<file path="config.mk">
export PLATFORM = sky130hd
export DESIGN_NAME = pmrs_top
export DESIGN_NICKNAME = d
export VERILOG_FILES = /design/src/inc/pmrs_pkg.sv /design/src/logic/pmrs_top.sv /design/src/logic/pmrs_sync.sv
export SDC_FILE = /design/constraint.sdc
export NUM_CORES = 1
export LEC_CHECK = 0
export BUFFER_PORTS_ARGS = -buffer_cell sky130_fd_sc_hd__buf_2
export CAP_MARGIN = 20
export CORE_UTILIZATION = 50
export DETAILED_ROUTE_END_ITERATION = 12
export GPL_ROUTABILITY_DRIVEN = 0
export HOLD_SLACK_MARGIN = 0.15
export PLACE_DENSITY = 0.69
export REMOVE_ABC_BUFFERS = 1
export SLEW_MARGIN = 20
export SYNTH_ARGS = -nofsm -noshare
export SYNTH_HDL_FRONTEND = slang
export SYNTH_SLANG_ARGS = --single-unit
</file>
<file path="constraint.sdc">
create_clock -name clk_sys_in -period 6 [get_ports clk_sys_in]
set_clock_uncertainty 0.1 [all_clocks]
set_input_delay 0.9 -clock clk_sys_in [delete_from_list [all_inputs] [get_ports clk_sys_in]]
set_output_delay 0.9 -clock clk_sys_in [all_outputs]
set_load 0.01 [all_outputs]
</file>
<file path="src/inc/pmrs_pkg.sv">
// package for the power mode and reset sequencer
// assumes a 10 MHz system clock and a low-power clock tick arriving on a pin
package pmrs_pkg;
  // clock rate
  localparam int unsigned CLK_HZ              = 10_000_000;
  // watchdog thresholds in seconds
  localparam int unsigned WDOG_IRQ_S          = 2;
  localparam int unsigned WDOG_RST_S          = 4;
  localparam int unsigned WDOG_IRQ_CYC        = WDOG_IRQ_S * CLK_HZ;
  localparam int unsigned WDOG_RST_CYC        = WDOG_RST_S * CLK_HZ;
  // regulator settle wait in microseconds
  localparam int unsigned REG_SETTLE_US       = 100;
  localparam int unsigned REG_SETTLE_CYC      = (REG_SETTLE_US * (CLK_HZ / 1_000_000) > 0) ?
                                                REG_SETTLE_US * (CLK_HZ / 1_000_000) : 1;
  // wake period counter width
  localparam int unsigned WAKE_W              = 16;
  // wake cause field
  localparam logic [1:0]  CAUSE_NONE          = 2'h0;
  localparam logic [1:0]  CAUSE_TIMER         = 2'h1;
  localparam logic [1:0]  CAUSE_PIN           = 2'h2;
  // low power mode request codes
  localparam logic [2:0]  REQ_IDLE            = 3'h1;
  localparam logic [2:0]  REQ_SLEEP           = 3'h2;
  localparam logic [2:0]  REQ_PDS             = 3'h3;
  localparam logic [2:0]  REQ_EXTENDED_POWER_DOWN_SLEEP            = 3'h4;
  localparam logic [2:0]  REQ_OFF             = 3'h5;

  typedef enum logic [3:0] {
    PMRS_OFF, PMRS_BUCK, PMRS_LDO, PMRS_ACTIVE, PMRS_IDLE, PMRS_SLEEP,
    PMRS_PDS, PMRS_EXTENDED_POWER_DOWN_SLEEP, PMRS_DEEP_OFF, PMRS_SHUTDOWN
  } pmrs_state_e;
endpackage

</file>
<file path="src/logic/pmrs_top.sv">
// power mode and reset sequencer: regulators, core reset, watchdog, modes
// assumes firmware strobes on the system clock, pins and supply flags async
//
// Operation
// - buck, then ldos, release reset once stable
// - external reset returns the power sequence to power-on; deep-off wake record kept
// - brownout forces shutdown
// - watchdog interrupt after 2 s unserviced
// - watchdog reset after 4 s unserviced
// - idle halts cpu, clocks keep running
// - sleep: only low-power clock, cpu waits
// - sleep gates clocks, retains state, lowers voltage
// - sleep exits on wake period or pin
// - power-down-sleep: radio off, retention kept
// - extended power-down-sleep: same outputs as power-down-sleep, ram retained
// - deep-off: only pin domain powered
// - deep-off timed wake keeps low-power clock
// - record deep-off exit and wake cause
// - debug access disabled at every power-up
// - lockout keeps debug off, blocks raw reads only while core_reset_n_out is high
`timescale 1ns/1ps
module pmrs_top
  import pmrs_pkg::*;
#(
  parameter int unsigned WDOG_IRQ_CYCLES = WDOG_IRQ_CYC,
  parameter int unsigned WDOG_RST_CYCLES = WDOG_RST_CYC,
  parameter int unsigned SETTLE_CYCLES   = REG_SETTLE_CYC
) (
  input  wire logic              clk_sys_in,
  input  wire logic              rst_n_in,
  input  wire logic              external_reset_n_in,
  input  wire logic              supply_ok_in,
  input  wire logic              brownout_in,
  input  wire logic              ldo_stable_in,
  input  wire logic              low_power_clock_tick_in,
  input  wire logic              wake_pin_in,
  input  wire logic              wdog_service_in,
  input  wire logic              irq_pending_in,
  input  wire logic [2:0]        mode_req_in,
  input  wire logic              mode_req_valid_in,
  input  wire logic              timed_wake_in,
  input  wire logic [WAKE_W-1:0] wake_period_in,
  input  wire logic              lockout_present_in,
  input  wire logic              debug_unlock_in,
  input  wire logic              wake_record_clear_in,
  output logic                   buck_en_out,
  output logic                   ldo_en_out,
  output logic                   ldo_low_v_out,
  output logic                   core_reset_n_out,
  output logic                   core_power_out,
  output logic                   radio_power_out,
  output logic                   ram_retain_out,
  output logic                   cpu_halt_out,
  output logic                   cpu_wfi_out,
  output logic                   sys_clk_en_out,
  output logic                   bus_clk_en_out,
  output logic                   low_power_clock_en_out,
  output logic                   wdog_irq_out,
  output logic                   debug_en_out,
  output logic                   raw_read_block_out,
  output logic                   from_deep_off_out,
  output logic [1:0]             wake_cause_out
);
  // refuse timing values that the counters cannot serve
  if (WDOG_IRQ_CYCLES == 0 || WDOG_RST_CYCLES <= WDOG_IRQ_CYCLES || SETTLE_CYCLES == 0) begin : g_bad_timing
    $error("pmrs_top: bad timing parameters");
  end

  // synchronised pins and analog flags
  logic external_reset_n_n_s, supply_s, bo_s, stable_s, lpc_s, pin_s;
  pmrs_sync #(.W(6)) pmrs_sync_i (
    .clk_sys_in (clk_sys_in),
    .rst_n_in   (rst_n_in),
    .d_in       ({external_reset_n_in, supply_ok_in, brownout_in, ldo_stable_in,
                  low_power_clock_tick_in, wake_pin_in}),
    .q_out      ({external_reset_n_n_s, supply_s, bo_s, stable_s, lpc_s, pin_s})
  );

  pmrs_state_e        state;
  logic [31:0]        settle_cnt;
  logic [31:0]        wdog_cnt;
  logic               wdog_bite;
  logic [WAKE_W-1:0]  wake_cnt;
  logic               timed_mode;
  logic               lpc_d;
  logic               pin_d;
  logic               lpc_edge;
  logic               pin_edge;
  logic               timer_hit;
  logic               in_low;
  logic               por;

  assign lpc_edge  = lpc_s & ~lpc_d;
  assign pin_edge  = pin_s & ~pin_d;
  assign in_low    = (state == PMRS_SLEEP) || (state == PMRS_PDS) ||
                     (state == PMRS_EXTENDED_POWER_DOWN_SLEEP) || (state == PMRS_DEEP_OFF);
  assign timer_hit = in_low && timed_mode && lpc_edge && (wake_cnt == '0);
  // low external_reset_n forces power-on state, active low
  assign por       = ~external_reset_n_n_s | wdog_bite;

  // edge detect registers
  always_ff @(posedge clk_sys_in or negedge rst_n_in) begin
    if (!rst_n_in) begin
      lpc_d <= 1'b0;
      pin_d <= 1'b0;
    end else begin
      lpc_d <= lpc_s;
      pin_d <= pin_s;
    end
  end

  // main power sequence and mode machine
  always_ff @(posedge clk_sys_in or negedge rst_n_in) begin
    if (!rst_n_in) begin
      state      <= PMRS_OFF;
      settle_cnt <= '0;
    end else if (por) begin
      state      <= PMRS_OFF;
      settle_cnt <= '0;
    end else if (bo_s) begin
      state      <= PMRS_SHUTDOWN;
    end else begin
      case (state)
        PMRS_OFF, PMRS_SHUTDOWN: begin
          settle_cnt <= '0;
          if (supply_s)
            state <= PMRS_BUCK;
        end
        PMRS_BUCK: begin
          if (settle_cnt >= SETTLE_CYCLES - 1) begin
            settle_cnt <= '0;
            state      <= PMRS_LDO;
          end else begin
            settle_cnt <= settle_cnt + 32'h1;
          end
        end
        PMRS_LDO: begin
          if (settle_cnt >= SETTLE_CYCLES - 1) begin
            if (stable_s)
              state <= PMRS_ACTIVE;
          end else begin
            settle_cnt <= settle_cnt + 32'h1;
          end
        end
        PMRS_ACTIVE: begin
          if (mode_req_valid_in) begin
            case (mode_req_in)
              REQ_IDLE:  state <= PMRS_IDLE;
              REQ_SLEEP: state <= PMRS_SLEEP;
              REQ_PDS:   state <= PMRS_PDS;
              REQ_EXTENDED_POWER_DOWN_SLEEP:  state <= PMRS_EXTENDED_POWER_DOWN_SLEEP;
              REQ_OFF:   state <= PMRS_DEEP_OFF;
              default:   state <= PMRS_ACTIVE;
            endcase
          end
        end
        PMRS_IDLE: begin
          if (irq_pending_in || pin_edge)
            state <= PMRS_ACTIVE;
        end
        PMRS_SLEEP, PMRS_PDS, PMRS_EXTENDED_POWER_DOWN_SLEEP: begin
          if (timer_hit || pin_edge)
            state <= PMRS_ACTIVE;
        end
        PMRS_DEEP_OFF: begin
          if (timer_hit || pin_edge) begin
            settle_cnt <= '0;
            state      <= PMRS_BUCK;
          end
        end
        default: state <= PMRS_OFF;
      endcase
    end
  end

  // wake period counter on the low-power clock tick
  always_ff @(posedge clk_sys_in or negedge rst_n_in) begin
    if (!rst_n_in) begin
      wake_cnt   <= '0;
      timed_mode <= 1'b0;
    end else if (state == PMRS_ACTIVE && mode_req_valid_in) begin
      wake_cnt   <= wake_period_in;
      timed_mode <= (mode_req_in != REQ_OFF) || timed_wake_in;
    end else if (in_low && lpc_edge && wake_cnt != '0) begin
      wake_cnt <= wake_cnt - {{(WAKE_W-1){1'b0}}, 1'b1};
    end
  end

  // watchdog count, restarted by any service strobe
  always_ff @(posedge clk_sys_in or negedge rst_n_in) begin
    if (!rst_n_in) begin
      wdog_cnt     <= '0;
      wdog_irq_out <= 1'b0;
      wdog_bite    <= 1'b0;
    end else if (state != PMRS_ACTIVE && state != PMRS_IDLE) begin
      wdog_cnt     <= '0;
      wdog_irq_out <= 1'b0;
      wdog_bite    <= 1'b0;
    end else if (wdog_service_in) begin
      wdog_cnt     <= '0;
      wdog_irq_out <= 1'b0;
      wdog_bite    <= 1'b0;
    end else begin
      wdog_cnt  <= wdog_cnt + 32'h1;
      wdog_bite <= (wdog_cnt == WDOG_RST_CYCLES - 1);
      if (wdog_cnt == WDOG_IRQ_CYCLES - 1)
        wdog_irq_out <= 1'b1;
    end
  end

  // power, clock and reset outputs per state
  always_ff @(posedge clk_sys_in or negedge rst_n_in) begin
    if (!rst_n_in) begin
      buck_en_out            <= 1'b0;
      ldo_en_out             <= 1'b0;
      ldo_low_v_out          <= 1'b0;
      core_reset_n_out       <= 1'b0;
      core_power_out         <= 1'b0;
      radio_power_out        <= 1'b0;
      ram_retain_out         <= 1'b0;
      cpu_halt_out           <= 1'b0;
      cpu_wfi_out            <= 1'b0;
      sys_clk_en_out         <= 1'b0;
      bus_clk_en_out         <= 1'b0;
      low_power_clock_en_out <= 1'b0;
    end else begin
      buck_en_out      <= !(state inside {PMRS_OFF, PMRS_SHUTDOWN, PMRS_DEEP_OFF});
      ldo_en_out       <= state inside {PMRS_LDO, PMRS_ACTIVE, PMRS_IDLE, PMRS_SLEEP,
                                        PMRS_PDS, PMRS_EXTENDED_POWER_DOWN_SLEEP};
      ldo_low_v_out    <= state inside {PMRS_SLEEP, PMRS_PDS, PMRS_EXTENDED_POWER_DOWN_SLEEP};
      core_reset_n_out <= state inside {PMRS_ACTIVE, PMRS_IDLE, PMRS_SLEEP,
                                        PMRS_PDS, PMRS_EXTENDED_POWER_DOWN_SLEEP};
      core_power_out   <= state inside {PMRS_LDO, PMRS_ACTIVE, PMRS_IDLE, PMRS_SLEEP};
      radio_power_out  <= state inside {PMRS_ACTIVE, PMRS_IDLE, PMRS_SLEEP};
      ram_retain_out   <= state inside {PMRS_SLEEP, PMRS_PDS, PMRS_EXTENDED_POWER_DOWN_SLEEP};
      cpu_halt_out     <= state inside {PMRS_IDLE, PMRS_SLEEP};
      cpu_wfi_out      <= (state == PMRS_SLEEP);
      sys_clk_en_out   <= state inside {PMRS_ACTIVE, PMRS_IDLE};
      bus_clk_en_out   <= state inside {PMRS_ACTIVE, PMRS_IDLE};
      low_power_clock_en_out <= (state inside {PMRS_ACTIVE, PMRS_IDLE, PMRS_SLEEP,
                                               PMRS_PDS, PMRS_EXTENDED_POWER_DOWN_SLEEP}) ||
                                (state == PMRS_DEEP_OFF && timed_mode);
    end
  end

  // deep-off wake record, set wins over clear
  always_ff @(posedge clk_sys_in or negedge rst_n_in) begin
    if (!rst_n_in) begin
      from_deep_off_out <= 1'b0;
      wake_cause_out    <= CAUSE_NONE;
    end else if (state == PMRS_DEEP_OFF && !por && !bo_s && (timer_hit || pin_edge)) begin
      from_deep_off_out <= 1'b1;
      wake_cause_out    <= pin_edge ? CAUSE_PIN : CAUSE_TIMER;
    end else if (wake_record_clear_in) begin
      from_deep_off_out <= 1'b0;
      wake_cause_out    <= CAUSE_NONE;
    end
  end

  // debug lock, relocked on every power-up
  always_ff @(posedge clk_sys_in or negedge rst_n_in) begin
    if (!rst_n_in) begin
      debug_en_out       <= 1'b0;
      raw_read_block_out <= 1'b0;
    end else if (!core_reset_n_out) begin
      debug_en_out       <= 1'b0;
      raw_read_block_out <= 1'b0;
    end else if (lockout_present_in) begin
      debug_en_out       <= 1'b0;
      raw_read_block_out <= 1'b1;
    end else begin
      // raw reads blocked only while the lockout field is present
      raw_read_block_out <= 1'b0;
      if (debug_unlock_in)
        debug_en_out <= 1'b1;
    end
  end

  // checks
  wdog_irq_time_a: assert property (@(posedge clk_sys_in) disable iff (!rst_n_in)
    (state == PMRS_ACTIVE && $past(state) == PMRS_ACTIVE && !wdog_service_in &&
     wdog_cnt == WDOG_IRQ_CYCLES - 1) |=> wdog_irq_out)
    else $error("watchdog interrupt late");
  wdog_bite_reset_a: assert property (@(posedge clk_sys_in) disable iff (!rst_n_in)
    wdog_bite |=> state == PMRS_OFF)
    else $error("watchdog did not reset");
  wdog_service_a: assert property (@(posedge clk_sys_in) disable iff (!rst_n_in)
    wdog_service_in |=> wdog_cnt == 0 && !wdog_irq_out)
    else $error("service did not restart watchdog");
  external_reset_n_por_a: assert property (@(posedge clk_sys_in) disable iff (!rst_n_in)
    !external_reset_n_n_s |=> state == PMRS_OFF ##1 !core_reset_n_out)
    else $error("external reset ignored");
  brownout_off_a: assert property (@(posedge clk_sys_in) disable iff (!rst_n_in)
    (bo_s && external_reset_n_n_s && !wdog_bite) |=> state == PMRS_SHUTDOWN)
    else $error("brownout not shut down");
  reset_order_a: assert property (@(posedge clk_sys_in) disable iff (!rst_n_in)
    $rose(core_reset_n_out) |-> ldo_en_out && buck_en_out && $past(stable_s, 2))
    else $error("core reset released early");
  sleep_clocks_a: assert property (@(posedge clk_sys_in) disable iff (!rst_n_in)
    cpu_wfi_out |-> !bus_clk_en_out && !sys_clk_en_out && low_power_clock_en_out)
    else $error("sleep clocks wrong");
  debug_lock_a: assert property (@(posedge clk_sys_in) disable iff (!rst_n_in)
    lockout_present_in && core_reset_n_out |=> !debug_en_out && raw_read_block_out)
    else $error("lockout not enforced");
  powerup_lock_a: assert property (@(posedge clk_sys_in) disable iff (!rst_n_in)
    $rose(core_reset_n_out) |-> !debug_en_out)
    else $error("debug open at power-up");
  deep_record_a: assert property (@(posedge clk_sys_in) disable iff (!rst_n_in)
    (state == PMRS_DEEP_OFF && pin_edge && !por && !bo_s) |=> from_deep_off_out &&
     wake_cause_out == CAUSE_PIN)
    else $error("deep-off wake not recorded");

  reach_active_c: cover property (@(posedge clk_sys_in) disable iff (!rst_n_in) $rose(core_reset_n_out));
  sleep_wake_c:   cover property (@(posedge clk_sys_in) disable iff (!rst_n_in)
    state == PMRS_SLEEP ##1 state == PMRS_ACTIVE);
  deep_wake_c:    cover property (@(posedge clk_sys_in) disable iff (!rst_n_in) $rose(from_deep_off_out));
  wdog_irq_c:     cover property (@(posedge clk_sys_in) disable iff (!rst_n_in) $rose(wdog_irq_out));
endmodule // pmrs_top

</file>
<file path="src/logic/pmrs_sync.sv">
// two flip-flop synchroniser, one per bit
// assumes inputs from outside the system clock domain
`timescale 1ns/1ps
module pmrs_sync #(
  parameter int unsigned W = 1
) (
  input  wire logic         clk_sys_in,
  input  wire logic         rst_n_in,
  input  wire logic [W-1:0] d_in,
  output logic      [W-1:0] q_out
);
  logic [W-1:0] meta;

  // first stage read only by the second
  always_ff @(posedge clk_sys_in or negedge rst_n_in) begin
    if (!rst_n_in) begin
      meta  <= '0;
      q_out <= '0;
    end else begin
      meta  <= d_in;
      q_out <= meta;
    end
  end
endmodule // pmrs_sync

</file>
### After elaboration in Yosys (flattened, before gate mapping)

Cells that the tools add are included.

| storage, ports and cells | value |
|---|---|
| bits of input ports | 34 |
| output and inout bits | 18 |
| bits in registers | 116 |
| logic and storage cells | 143 |

| operators by class | value |
|---|---|
| equal/unequal tests | 31 |
| bitwise gates (word level) | 6 |
| reductions and logical operators | 40 |
| muxes and demuxes | 37 |
| $lt $le $gt $ge | 1 |
| add/sub/neg operators | 3 |

Operators by type and width:

| kind | count |
|---|---|
| 32-bit 2-to-1 mux | 7 |
| 32-bit one-hot mux with 4 select lines | 1 |
| 32-bit by 1-bit adder with 32-bit output (second input constant) | 2 |
| 4-bit 2-to-1 mux | 10 |
| 32-bit by 25-bit equality test with 1-bit output (second input constant) | 1 |
| 32-bit by 26-bit equality test with 1-bit output (second input constant) | 1 |
| 32-bit by 10-bit greater-or-equal comparator with 1-bit output (second input constant) | 1 |
| 16-bit 2-to-1 mux | 2 |
| 4-bit one-hot mux with 7 select lines | 1 |
| 4-bit by 3-bit != test with 1-bit output (second input constant) | 6 |
| 4-bit one-hot mux with 5 select lines | 1 |
| 4-bit by 3-bit equality test with 1-bit output (second input constant) | 4 |
| 16-bit logical NOT | 1 |
| 4-bit by 2-bit != test with 1-bit output (second input constant) | 4 |
| 16-bit nonzero test | 1 |
| 16-bit by 1-bit subtractor with 16-bit output (second input constant) | 1 |
| 1-bit 2-to-1 mux | 12 |
| 3-bit nonzero test | 4 |
| 1-bit logical AND | 11 |
| 5-bit nonzero test | 2 |
| 3-bit != test (second input constant) | 3 |
| 4-bit by 2-bit equality test with 1-bit output (second input constant) | 2 |
| 4-bit equality test (second input constant) | 2 |
| 8-bit AND reduction | 1 |
| other kinds (19) | 37 |

### Depth between registers and ports, before layout

Gate-level depths: netlist of run 1.

| depth | value |
|---|---|
| depth after elaboration | 12 |
| depth in mapped cells | 10 |
| gate-level depth less buffers | 8 |

### By module

Synthesis of run 1 repeated with hierarchy kept, for this count alone.

| unflattened totals | value |
|---|---|
| cell total of the unflattened synthesis | 563 |
| area total of the unflattened synthesis | 5,602.9 sq um |

Modules (own cells, without submodules):

| module | times used | area each (sq um) | cells each | sequential area each (sq um) |
|---|---|---|---|---|
| pmrs_top | 1 | 5,302.6 | 551 | 2,602.5 |
| pmrs_sync | 1 | 300.3 | 12 | 300.3 |

### Least setup slack after synthesis of run 1

OpenSTA, ideal clock, no wires.

| timing | value |
|---|---|
| path type | reg2reg |
| from | register settle_cnt[0] |
| to | register state[0] |
| data arrival time | 2.209 ns |
| buffers on the path | 0 |
| clock period less this slack | 2.445 ns |
| path slack | 3.555 ns |
| required time | 5.764 ns |
| cell stages (with the launch flop) | 9 |
| cell sequence | dfrtp_1 -> ha_1 -> a211o_1 -> and3_1 -> or4_1 -> a211o_1 -> nand3_2 -> mux2i_1 -> a21oi_1 |

| on the way | value |
|---|---|
| word-level cells in the longest chain between the ends | 3 |
| elaborated cells on any way between the ends | 4 |

RTL lines:

| item | line | RTL |
|---|---|---|
| from (decl) | pmrs_top.sv:80 | `logic [31:0] settle_cnt;` |
| from (signal assigned) | pmrs_top.sv:134 | `settle_cnt <= settle_cnt + 32'h1;` |
| from (signal assigned) | pmrs_top.sv:142 | `settle_cnt <= settle_cnt + 32'h1;` |
| 32-bit by 10-bit greater-or-equal comparator with 1-bit output * | pmrs_top.sv:130, pmrs_top.sv:138 |  |
| 4-bit by 3-bit != test with 1-bit output (no source line) | -- |  |
| 8-bit AND reduction (no source line) * | -- |  |
| to (signal assigned) | pmrs_top.sv:127 | `state <= PMRS_BUCK;` |
| to (signal assigned) | pmrs_top.sv:132 | `state <= PMRS_LDO;` |
| to (signal assigned) | pmrs_top.sv:140 | `state <= PMRS_ACTIVE;` |
| to (decl) | pmrs_top.sv:79 | `pmrs_state_e state;` |

Mark *: on every way between the ends. The rest lies on a longest branch, timed or not.
A chain may end at the register's enable or synchronous reset.

### Worst setup path after layout of run 1

| timing | value |
|---|---|
| from | register settle_cnt[0] |
| to | register settle_cnt[8] |

| on the way | value |
|---|---|
| word-level cells in the longest chain between the ends | 5 |
| elaborated cells on any way between the ends | 9 |

RTL lines:

| item | line | RTL |
|---|---|---|
| 32-bit by 1-bit adder with 32-bit output / 32-bit by 10-bit greater-or-equal comparator with 1-bit output (equally long branches) | -- |  |
| 32-bit 2-to-1 mux (on tied branches) | pmrs_top.sv:138, pmrs_top.sv:130 |  |
| 32-bit one-hot mux with 4 select lines | pmrs_top.sv:123 | `case (state)` |
| 32-bit 2-to-1 mux | pmrs_top.sv:120 | `end else if (bo_s) begin` |
| 32-bit 2-to-1 mux | pmrs_top.sv:117 | `end else if (por) begin` |

Parallel ways exist; a longest one is shown, timed or not. The select of a mux whose other input is x is not followed.

==> results.yml, run 1 <==
outcome:
  status: "finished, final reports clean"
yosys:
  netlist.area_leader.share_pct: 52.69
  synth_edf_count: 0
  yosys_register_bits: 116
  synthCells: 563
  yosys_most_used_dff: "dfrtp_1"
  synth.area.top_cells: "dfrtp_1 (53%), nor2_1 (6.6%), xnor2_1 (3.3%)"
  async_flop_share_pct: 100.0
  synth_area_leader_cell: "dfrtp_1"
  syn_area_sq_um: 5509
  yosysMostFrequentCell: "dfrtp_1"
  avgSynthCellArea_sq_um: 9.785
  synthDistinctLibCells: 65
  ys_seq_area_share_pct: 52.69
  ys_top_cells_by_count: "dfrtp_1 (116), nor2_1 (97), nand2_1 (35)"
  ys_warn_count: 0
sta:
  holdWs_ps: 247.1
  fmax_mhz: 362.2
  finalSetupViolations: 0
  final_hold_viol_count: 0
  setup_tns_ps: 0
  fin_crit_sh_pct: 46.01
  tightest_slew_ps: 997.8
  slew_viol_final: 0
  rsz0062_at_grt: "false"
  slew_headroom_pct: 33.32
  timing.final.crit_period_ps: 2761
clocking:
  cts_hold_buffers: 0
  h-tree-depth: 4
  insertion_delay_ps: 520
  post_cts_buffers: 0
  cts-root-buf: "clkbuf_8"
  clk_path_buf_depth: 2
  clk_pin_slew_ps: 50
  cts_tree: "done"
  cts.sinks: 116
  cts_resized: 0
  cts_buffers: 17
layout:
  layout.cells.non_filler: 764
  nets: 655
  layout-drive-gt1-share_pct: 16.56
  nFillCells: 850
  insertedDiodeCount: 0
  syn_to_final_growth_pct: 18.60
routing:
  drcViolationCount: 0
  wire_per_inst_um: 14.59
  dr.pass1.iters: 4
  ant_nets: 0
  vias_per_cell: 5.504
  wl_mm: 11.14
  via_count: 4205
  drtIter0Drc: 234
die:
  dieWidth_um: 107.0
  die_h_um: 107.0
  core-area_sq_um: 10510
  pin_count: 52
  rows: 37
  start_util_pct: 52.42
  die_area_sq_um: 11440
run:
  cap_violations: 0
place:
  portBuffers: 51
  hpwl_mm: 7.659
  dpl.cell_count: 732
grt:
  grt_use_met2_pct: 34.10
  antenna_found_initial: 0
  grt_usage_pct: 21.82
  first_global_vias: 4018
  grt_max_degree: 79
  busiest_layer: "met2"
  grt_pass1_wl_mm: 19.22
  met1_usage_pct: 28.84
  grt_use_met3_pct: 5.836
  overflow: 0
power:
  ir_worst_vdd_mv: 0.2359
  leakage_nw: 2.841
  power_density_nw_per_um2: 318.4
worst_hold_path:
  hold_path_class: "in2async"
critical_path:
  worst-setup-path-type: "reg2reg"
  end_kind: "flop"
  cp_data_arrival_time_ps: 3100
  critPathLaunchType: "flop"
  crit_fanout: 9
  crit_required_ps: 6340
cells in the final DEF (no fill, tap or decap), types with 6 or more instances in the layout:
cell type  synthesis  routed
a21oi_1           31      31
a31oi_1            7       7
and2_1            15      15
and3_1            14      14
buf_2              4      50
clkbuf_16          0      16
clkbuf_8           0       6
dfrtp_1          116     116
inv_1             14      14
nand2_1           35      35
nand2b_1          10      10
nand3_1           15      15
nand4_1           14      14
nor2_1            97      97
nor2b_1            7       7
nor3_1            17      17
nor4_1            15      15
o21a_1             8       8
o21ai_0           19      19
or3_1              7       7
xnor2_1           21      21
xor2_1            21      21
logic make-up (layout without fill, tap and decap cells):
| logic type | count (synthesis) | count (layout) | synth area share, % |
|---|---|---|---|
| flops | 116 | 116 | 52.69 |
| simple gates | 273 | 273 | 26.03 |
| fa+ha+maj | 5 | 5 | 1.136 |
| mux | 3 | 3 | 0.5905 |
| xor+xnor | 42 | 42 | 6.677 |
| buf+inv | 34 | 99 | 2.680 |
| compound gates | 90 | 90 | 10.20 |
routing by layer:
| layer | vias up | routed length, um |
|---|---|---|
| li1 | 2063 | - |
| met1 | 2051 | 5141 |
| met2 | 74 | 5330 |
| met3 | 17 | 458 |
| met4 | 0 | 214 |
| met5 | - | 0 |
critical path: stages, from the launching register on:
cell and delay (ps):
dfrtp_1 400, ha_1 250, a211o_1 260, and3_1 210, o41ai_1 340, nand3_1 370
nand3b_4 340, o31a_1 270, a31oi_1 130
sequential cells by signal (all words and copies together) (netlist names), 2 cells and up:
name,count
wake_cnt,16
pmrs_sync_i.meta,6
pmrs_sync_i.q_out,6
state,4
settle_cnt,32
wake_cause_out,2
wdog_cnt,32
path summary, 6_finish.rpt:
check / slack [ps] / to / from / cells after the start
max: 3240 / settle_cnt[8] / settle_cnt[0] / 8
min: 250 / debug_en_out / rst_n_in / 1
max reg2reg: 3240 / settle_cnt[8] / settle_cnt[0] / 8
min reg2reg: 250 / pmrs_sync_i.q_out[0] / pmrs_sync_i.meta[0] / 0
max in group asynchronous: 4420 / wake_cause_out[0] / rst_n_in / 3
min in group clk_sys_in: 250 / pmrs_sync_i.q_out[0] / pmrs_sync_i.meta[0] / 0
where the power goes:
part	internal (W)	total, W	switching (W)
clock	0.000768	0.00110	0.000336
sequential	0.000815	0.000845	0.0000306
combinational	0.0000559	0.000130	0.0000744
total	0.00164	0.00208	0.000441
per-stage QoR:
step,power [W],utilization [%],area [sq um],setup WS (ps)
final,0.002080,62.17,6534,3239
after global routing,0.002162,62.17,6534,3045
after CTS,0.002101,61.98,6514,3250
after detailed placement,0.0009873,55.73,5857,3273
after global placement,0.0009807,55.73,5857,3386
after floorplan,0.0009322,-,5414,3552
final cells by class:
class                           instances  area [sq um]  share of cell area, %
Clock inverter                          8         170.2                  2.604
Inverter                               14         52.55                 0.8043
Sequential cell                       116          2903                  44.43
Clock buffer                           23         486.7                  7.449
Timing Repair Buffer                   54         292.8                  4.481
Tap cell                              136         170.2                  2.604
Multi-Input combinational cell        413          2459                  37.63
(Power assumes the default switching activity.)
==> inputs of run 2 (changes only) <==
- PLACE_DENSITY: 0.69 -> 0.72
- clock period: 6 -> 2.5 ns (I/O delays scaled with it)
==> run 2 against run 1 <==
- critical path depth unchanged
- first-iteration DRC count increased by 27%
- fmax increased by 12%
- combinational power increased to 3.0 times the previous value
- sequential share of layout area decreased by 2.7 points
- via count increased by 5.9%
- critical path type unchanged
- core utilization increased by 4.1 points
- register-to-register slack got worse by 3200 ps
- flip-flop and latch count unchanged
- sequential power increased by 140%
- global-route usage increased by 1.7 points
==> results.yml, run 2 (synthesis gave the netlist of run 1 again) <==
routing:
  met3_length_um: 467
  wl_met2_mm: 6.117
  dr.pass1.iters: 5
  via_count: 4455
  drcViolationCount: 0
  vias_per_cell: 5.493
  drtIter0Drc: 297
  drt-met1-wl_mm: 5.384
  wire_per_inst_um: 15.11
  wl_mm: 12.25
  highest_layer: "met4"
  ant_nets: 0
sta:
  slew_viol_final: 0
  rsz0062_at_grt: "true"
  layout_setup_ws_ps: 30.59
  timing.final.crit_period_ps: 2469
  slew_headroom_pct: 60.24
  finalSetupViolations: 0
  tightest_slew_ps: 590.9
  final_hold_viol_count: 0
  setup_tns_ps: 0
  fmax_mhz: 405.0
  fin_crit_sh_pct: 98.78
die:
  pin_count: 52
  die_area_sq_um: 11440
  rows: 37
  dieWidth_um: 107.0
  start_util_pct: 52.42
  core-area_sq_um: 10510
  die_h_um: 107.0
grt:
  grt_usage_pct: 23.57
  grt_pass1_wl_mm: 20.91
  overflow: 0
  antenna_found_initial: 0
  grt_max_degree: 55
  first_global_vias: 4448
critical_path:
  end_kind: "flop"
  worst-setup-path-type: "reg2reg"
  critPathLaunchType: "flop"
  r2r_setup_slack_ps: 30
  cp_data_arrival_time_ps: 2810
  rr_worst_depth: 8
  crit_fanout: 9
  crit_required_ps: 2840
clocking:
  insertion_delay_ps: 520
  cts.sinks: 116
  cts-root-buf: "clkbuf_8"
  post_cts_buffers: 0
  h-tree-depth: 4
  cts_buffers: 17
  cts_tree: "done"
  clk_path_buf_depth: 2
  clk_pin_slew_ps: 50
outcome:
  status: "finished, final reports clean"
place:
  dpl.cell_count: 751
  post-place-ws_ps: 5.938
  portBuffers: 51
  dpl-instance-area_sq_um: 6012
  hpwl_mm: 8.054
worst_hold_path:
  hold-path-cell-count: 4
  hold_path_class: "in2reg"
layout:
  insertedDiodeCount: 0
  layout.cells.non_filler: 811
  regArea_sq_um: 2903
  nFillCells: 792
  reg_top3: "settle_cnt: 32 flops, wdog_cnt: 32 flops, wake_cnt: 16 flops"
  multi_input_area_sq_um: 2509
  nets: 701
  final_common_cell: "dfrtp_1"
  layout_common_cells: "dfrtp_1 (116), nor2_1 (96), buf_2 (50), nand2_1 (35), a21oi_1 (31)"
  layout-drive-gt1-share_pct: 19.70
  syn_to_final_growth_pct: 26.37
  design_area_sq_um: 6962
power:
  leakage_nw: 3.048
  total_power_w: 0.004930
  ir_worst_vdd_mv: 0.4532
  power_density_nw_per_um2: 708.2
run:
  cap_violations: 0
run 2: path summary, 6_finish.rpt:
path                                      from                    to
min in group asynchronous             rst_n_in           wake_cnt[5]
min                             mode_req_in[1]              state[2]
max in group asynchronous             rst_n_in          wdog_cnt[13]
max                             settle_cnt[26]         settle_cnt[8]
min reg2reg                pmrs_sync_i.meta[2]  pmrs_sync_i.q_out[2]
max reg2reg                     settle_cnt[26]         settle_cnt[8]
run 2: what timing repair did:
action | 4_1_cts | 5_1_grt
endpoints found under the hold margin | 67 | 0
resized for setup | 1 | 11
hold buffers | 28 | 0
pin swaps | 0 | 2
setup endpoints to repair | 2 | 28
run 2: cell type report:
| type | instances | share of cell area (%) |
|---|---|---|
| flip-flops and latches | 116 | 41.70 |
| clock inverters | 10 | 2.193 |
| inverters | 14 | 0.7549 |
| repair buffers | 100 | 10.23 |
| clock buffers | 22 | 6.650 |
| multi-input cells | 413 | 36.04 |
| well taps | 136 | 2.444 |
run 2: where the power goes:
part           switching [W]  total, W  leakage (nW)  internal, W
logic               0.000203  0.000387          1.23     0.000184
registers          0.0000674   0.00202          1.51      0.00195
clock network       0.000832   0.00252         0.305      0.00169
run 2: per-stage QoR:
stage	hold slack (ps)	utilization, %
after CTS	170.8	65.75
after global routing	232.6	66.25
after floorplan	-20.59	-
after global placement	231.6	57.21
after detailed placement	235.5	57.21
final	193.2	66.25
run 2: worst max-delay path, stage by stage, from the launching register on:
cell      delay, ps
dfrtp_1         370
nor4_1          360
nand4_1         270
nor4_1          390
o21a_2          240
buf_4           140
nand3b_4        130
o31a_1          260
a31oi_1         130
run 2: metal layers:
layer,vias up,GRT usage (%)
met1,2155,29.62
met4,0,10.47
met2,112,39.49
met5,-,0
li1,2162,-
met3,26,4.620
==> inputs of run 3 (changes only) <==
==> constraint.sdc (replaced) <==
create_clock -name clk_sys_in -period 2.5 [get_ports clk_sys_in]
set_clock_uncertainty 0.1 [all_clocks]
set_input_delay 0.25 -clock clk_sys_in [delete_from_list [all_inputs] [get_ports clk_sys_in]]
set_output_delay 0.25 -clock clk_sys_in [all_outputs]
set_load 0.01 [all_outputs]
==> run 3 against run 2 <==
- setup slack lost 18 ps
- clock power is essentially flat
- via count grew 0.65%
- routed wire length grew 0.58%
- final cell count grew 1.1%
- power grew 0.20%
- critical endpoint unchanged
- largest power group unchanged
==> results.yml, run 3 (synthesis gave the netlist of run 1 again) <==
outcome:
  status: "finished, final reports clean"
clocking:
  h-tree-depth: 4
  clk_pin_slew_ps: 50
  cts_buffers: 17
  cts_tree: "done"
  post_cts_buffers: 0
  clk_path_buf_depth: 2
  cts-root-buf: "clkbuf_8"
  insertion_delay_ps: 520
  cts.sinks: 116
routing:
  wire_per_inst_um: 15.03
  ant_nets: 0
  vias_per_cell: 5.468
  drtIter0Drc: 305
  wl_mm: 12.32
  drcViolationCount: 0
  via_count: 4484
  dr.pass1.iters: 5
place:
  dpl-instance-area_sq_um: 6012
  dpl.cell_count: 751
  post-place-ws_ps: 5.938
  portBuffers: 51
  hpwl_mm: 8.054
sta:
  fin_crit_sh_pct: 99.48
  rsz0062_at_grt: "true"
  setup_tns_ps: 0
  finalSetupViolations: 0
  tightest_slew_ps: 582.2
  fmax_mhz: 402.1
  layout_setup_ws_ps: 12.92
  slew_headroom_pct: 60.83
  final_hold_viol_count: 0
  timing.final.crit_period_ps: 2487
  slew_viol_final: 0
  holdWs_ps: 153.3
grt:
  grt_max_degree: 55
  grt_pass1_wl_mm: 21.05
  antenna_found_initial: 0
  overflow: 0
  first_global_vias: 4477
  grt_usage_pct: 23.73
power:
  leakage_nw: 3.097
  p_int_w: 0.003836
  p_sw_w: 0.001104
  swShare_pct: 22.35
  clkPwrFrac_pct: 51.0
  p_comb_share_pct: 8.0
  ir_worst_vdd_mv: 0.4539
  power_density_nw_per_um2: 700.3
  p_seq_share_pct: 40.9
run:
  cap_violations: 0
die:
  die_area_sq_um: 11440
  core-area_sq_um: 10510
  start_util_pct: 52.42
  die_h_um: 107.0
  pin_count: 52
  rows: 37
  dieWidth_um: 107.0
critical_path:
  critPathLaunchType: "flop"
  end_kind: "flop"
  worst-setup-path-type: "reg2reg"
  crit_required_ps: 2840
  cp_data_arrival_time_ps: 2830
  crit_fanout: 9
layout:
  design_area_sq_um: 7054
  nets: 710
  layout-drive-gt1-share_pct: 19.59
  insertedDiodeCount: 0
  layout.cells.non_filler: 820
  layout_common_cells: "dfrtp_1 (116), nor2_1 (96), buf_2 (50), dlygate4sd3_1 (37), nand2_1 (34)"
  syn_to_final_growth_pct: 28.05
  reg_top3: "settle_cnt: 32 flops, wdog_cnt: 32 flops, wake_cnt: 16 flops"
  final_common_cell: "dfrtp_1"
worst_hold_path:
  hold_path_class: "in2async"
==> run 3: cell count changes in the layout (fill, tap and decap cells not counted), sizes merged <==
| cell | before | now |
|---|---|---|
| dlygate4sd3 | 28 | 37 |
==> run 3: area by class of cell <==
class / count / area (sq um)
Clock buffer: 22 / 462.9
Clock inverter: 10 / 152.6
Fill cell: 778 / 3455
Inverter: 14 / 52.55
Multi-Input combinational cell: 413 / 2511
Sequential cell: 116 / 2903
Tap cell: 136 / 170.2
Timing Repair Buffer: 109 / 802.0
==> run 3: power by group through the flow <==
| stage | combinational [W] | sequential, W | clock, W |
|---|---|---|---|
| 3_3_place_gp | 0.000333 | 0.00205 | 0 |
| 6_report | 0.000397 | 0.00202 | 0.00252 |
| 5_1_grt | 0.000447 | 0.00203 | 0.00265 |
| 3_5_place_dp | 0.000347 | 0.00205 | 0 |
| 4_1_cts | 0.000393 | 0.00202 | 0.00256 |
| 2_1_floorplan | 0.000192 | 0.00205 | 0 |
==> run 3: timing repair <==
action	CTS	global route
resized for setup	1	12
pin swaps	0	2
hold buffers	37	0
endpoints found under the setup margin	2	29
hold endpoints to repair	147	0
==> run 3: path summary, 6_finish.rpt <==
kind	startpoint	to	slack (ps)	depth (start not counted)
hold / removal	rst_n_in	wake_cnt[5]	150	2
max in group asynchronous	rst_n_in	wdog_cnt[13]	1440	3
min in group clk_sys_in	mode_req_in[2]	state[2]	200	5
setup reg to reg	settle_cnt[26]	settle_cnt[8]	10	8
hold reg to reg	pmrs_sync_i.meta[2]	pmrs_sync_i.q_out[2]	250	0
setup / recovery	settle_cnt[26]	settle_cnt[8]	10	8
==> run 3: critical path, stage by stage, from the launching register on <==
cell and delay (ps):
dfrtp_1 370, nor4_1 370, nand4_1 280, nor4_1 390, o21a_2 240, buf_4 140, nand3b_4 130, o31a_1 260
a31oi_1 130
==> run 3: metrics by stage <==
step	utilization [%]	total power [W]
2_1_floorplan	-	0.002237
3_3_place_gp	57.21	0.002380
3_5_place_dp	57.21	0.002398
4_1_cts	66.60	0.004970
5_1_grt	67.13	0.005130
6_report	67.13	0.004940
==> run 3: per-layer routing <==
layer  part of all wire [%]  track usage (%)  vias up
met3                    4.1            4.620       26
met1                     44            29.95     2153
met5                      0                0        -
li1                       -                -     2181
met4                    2.3            10.47        0
met2                     50            39.68      124
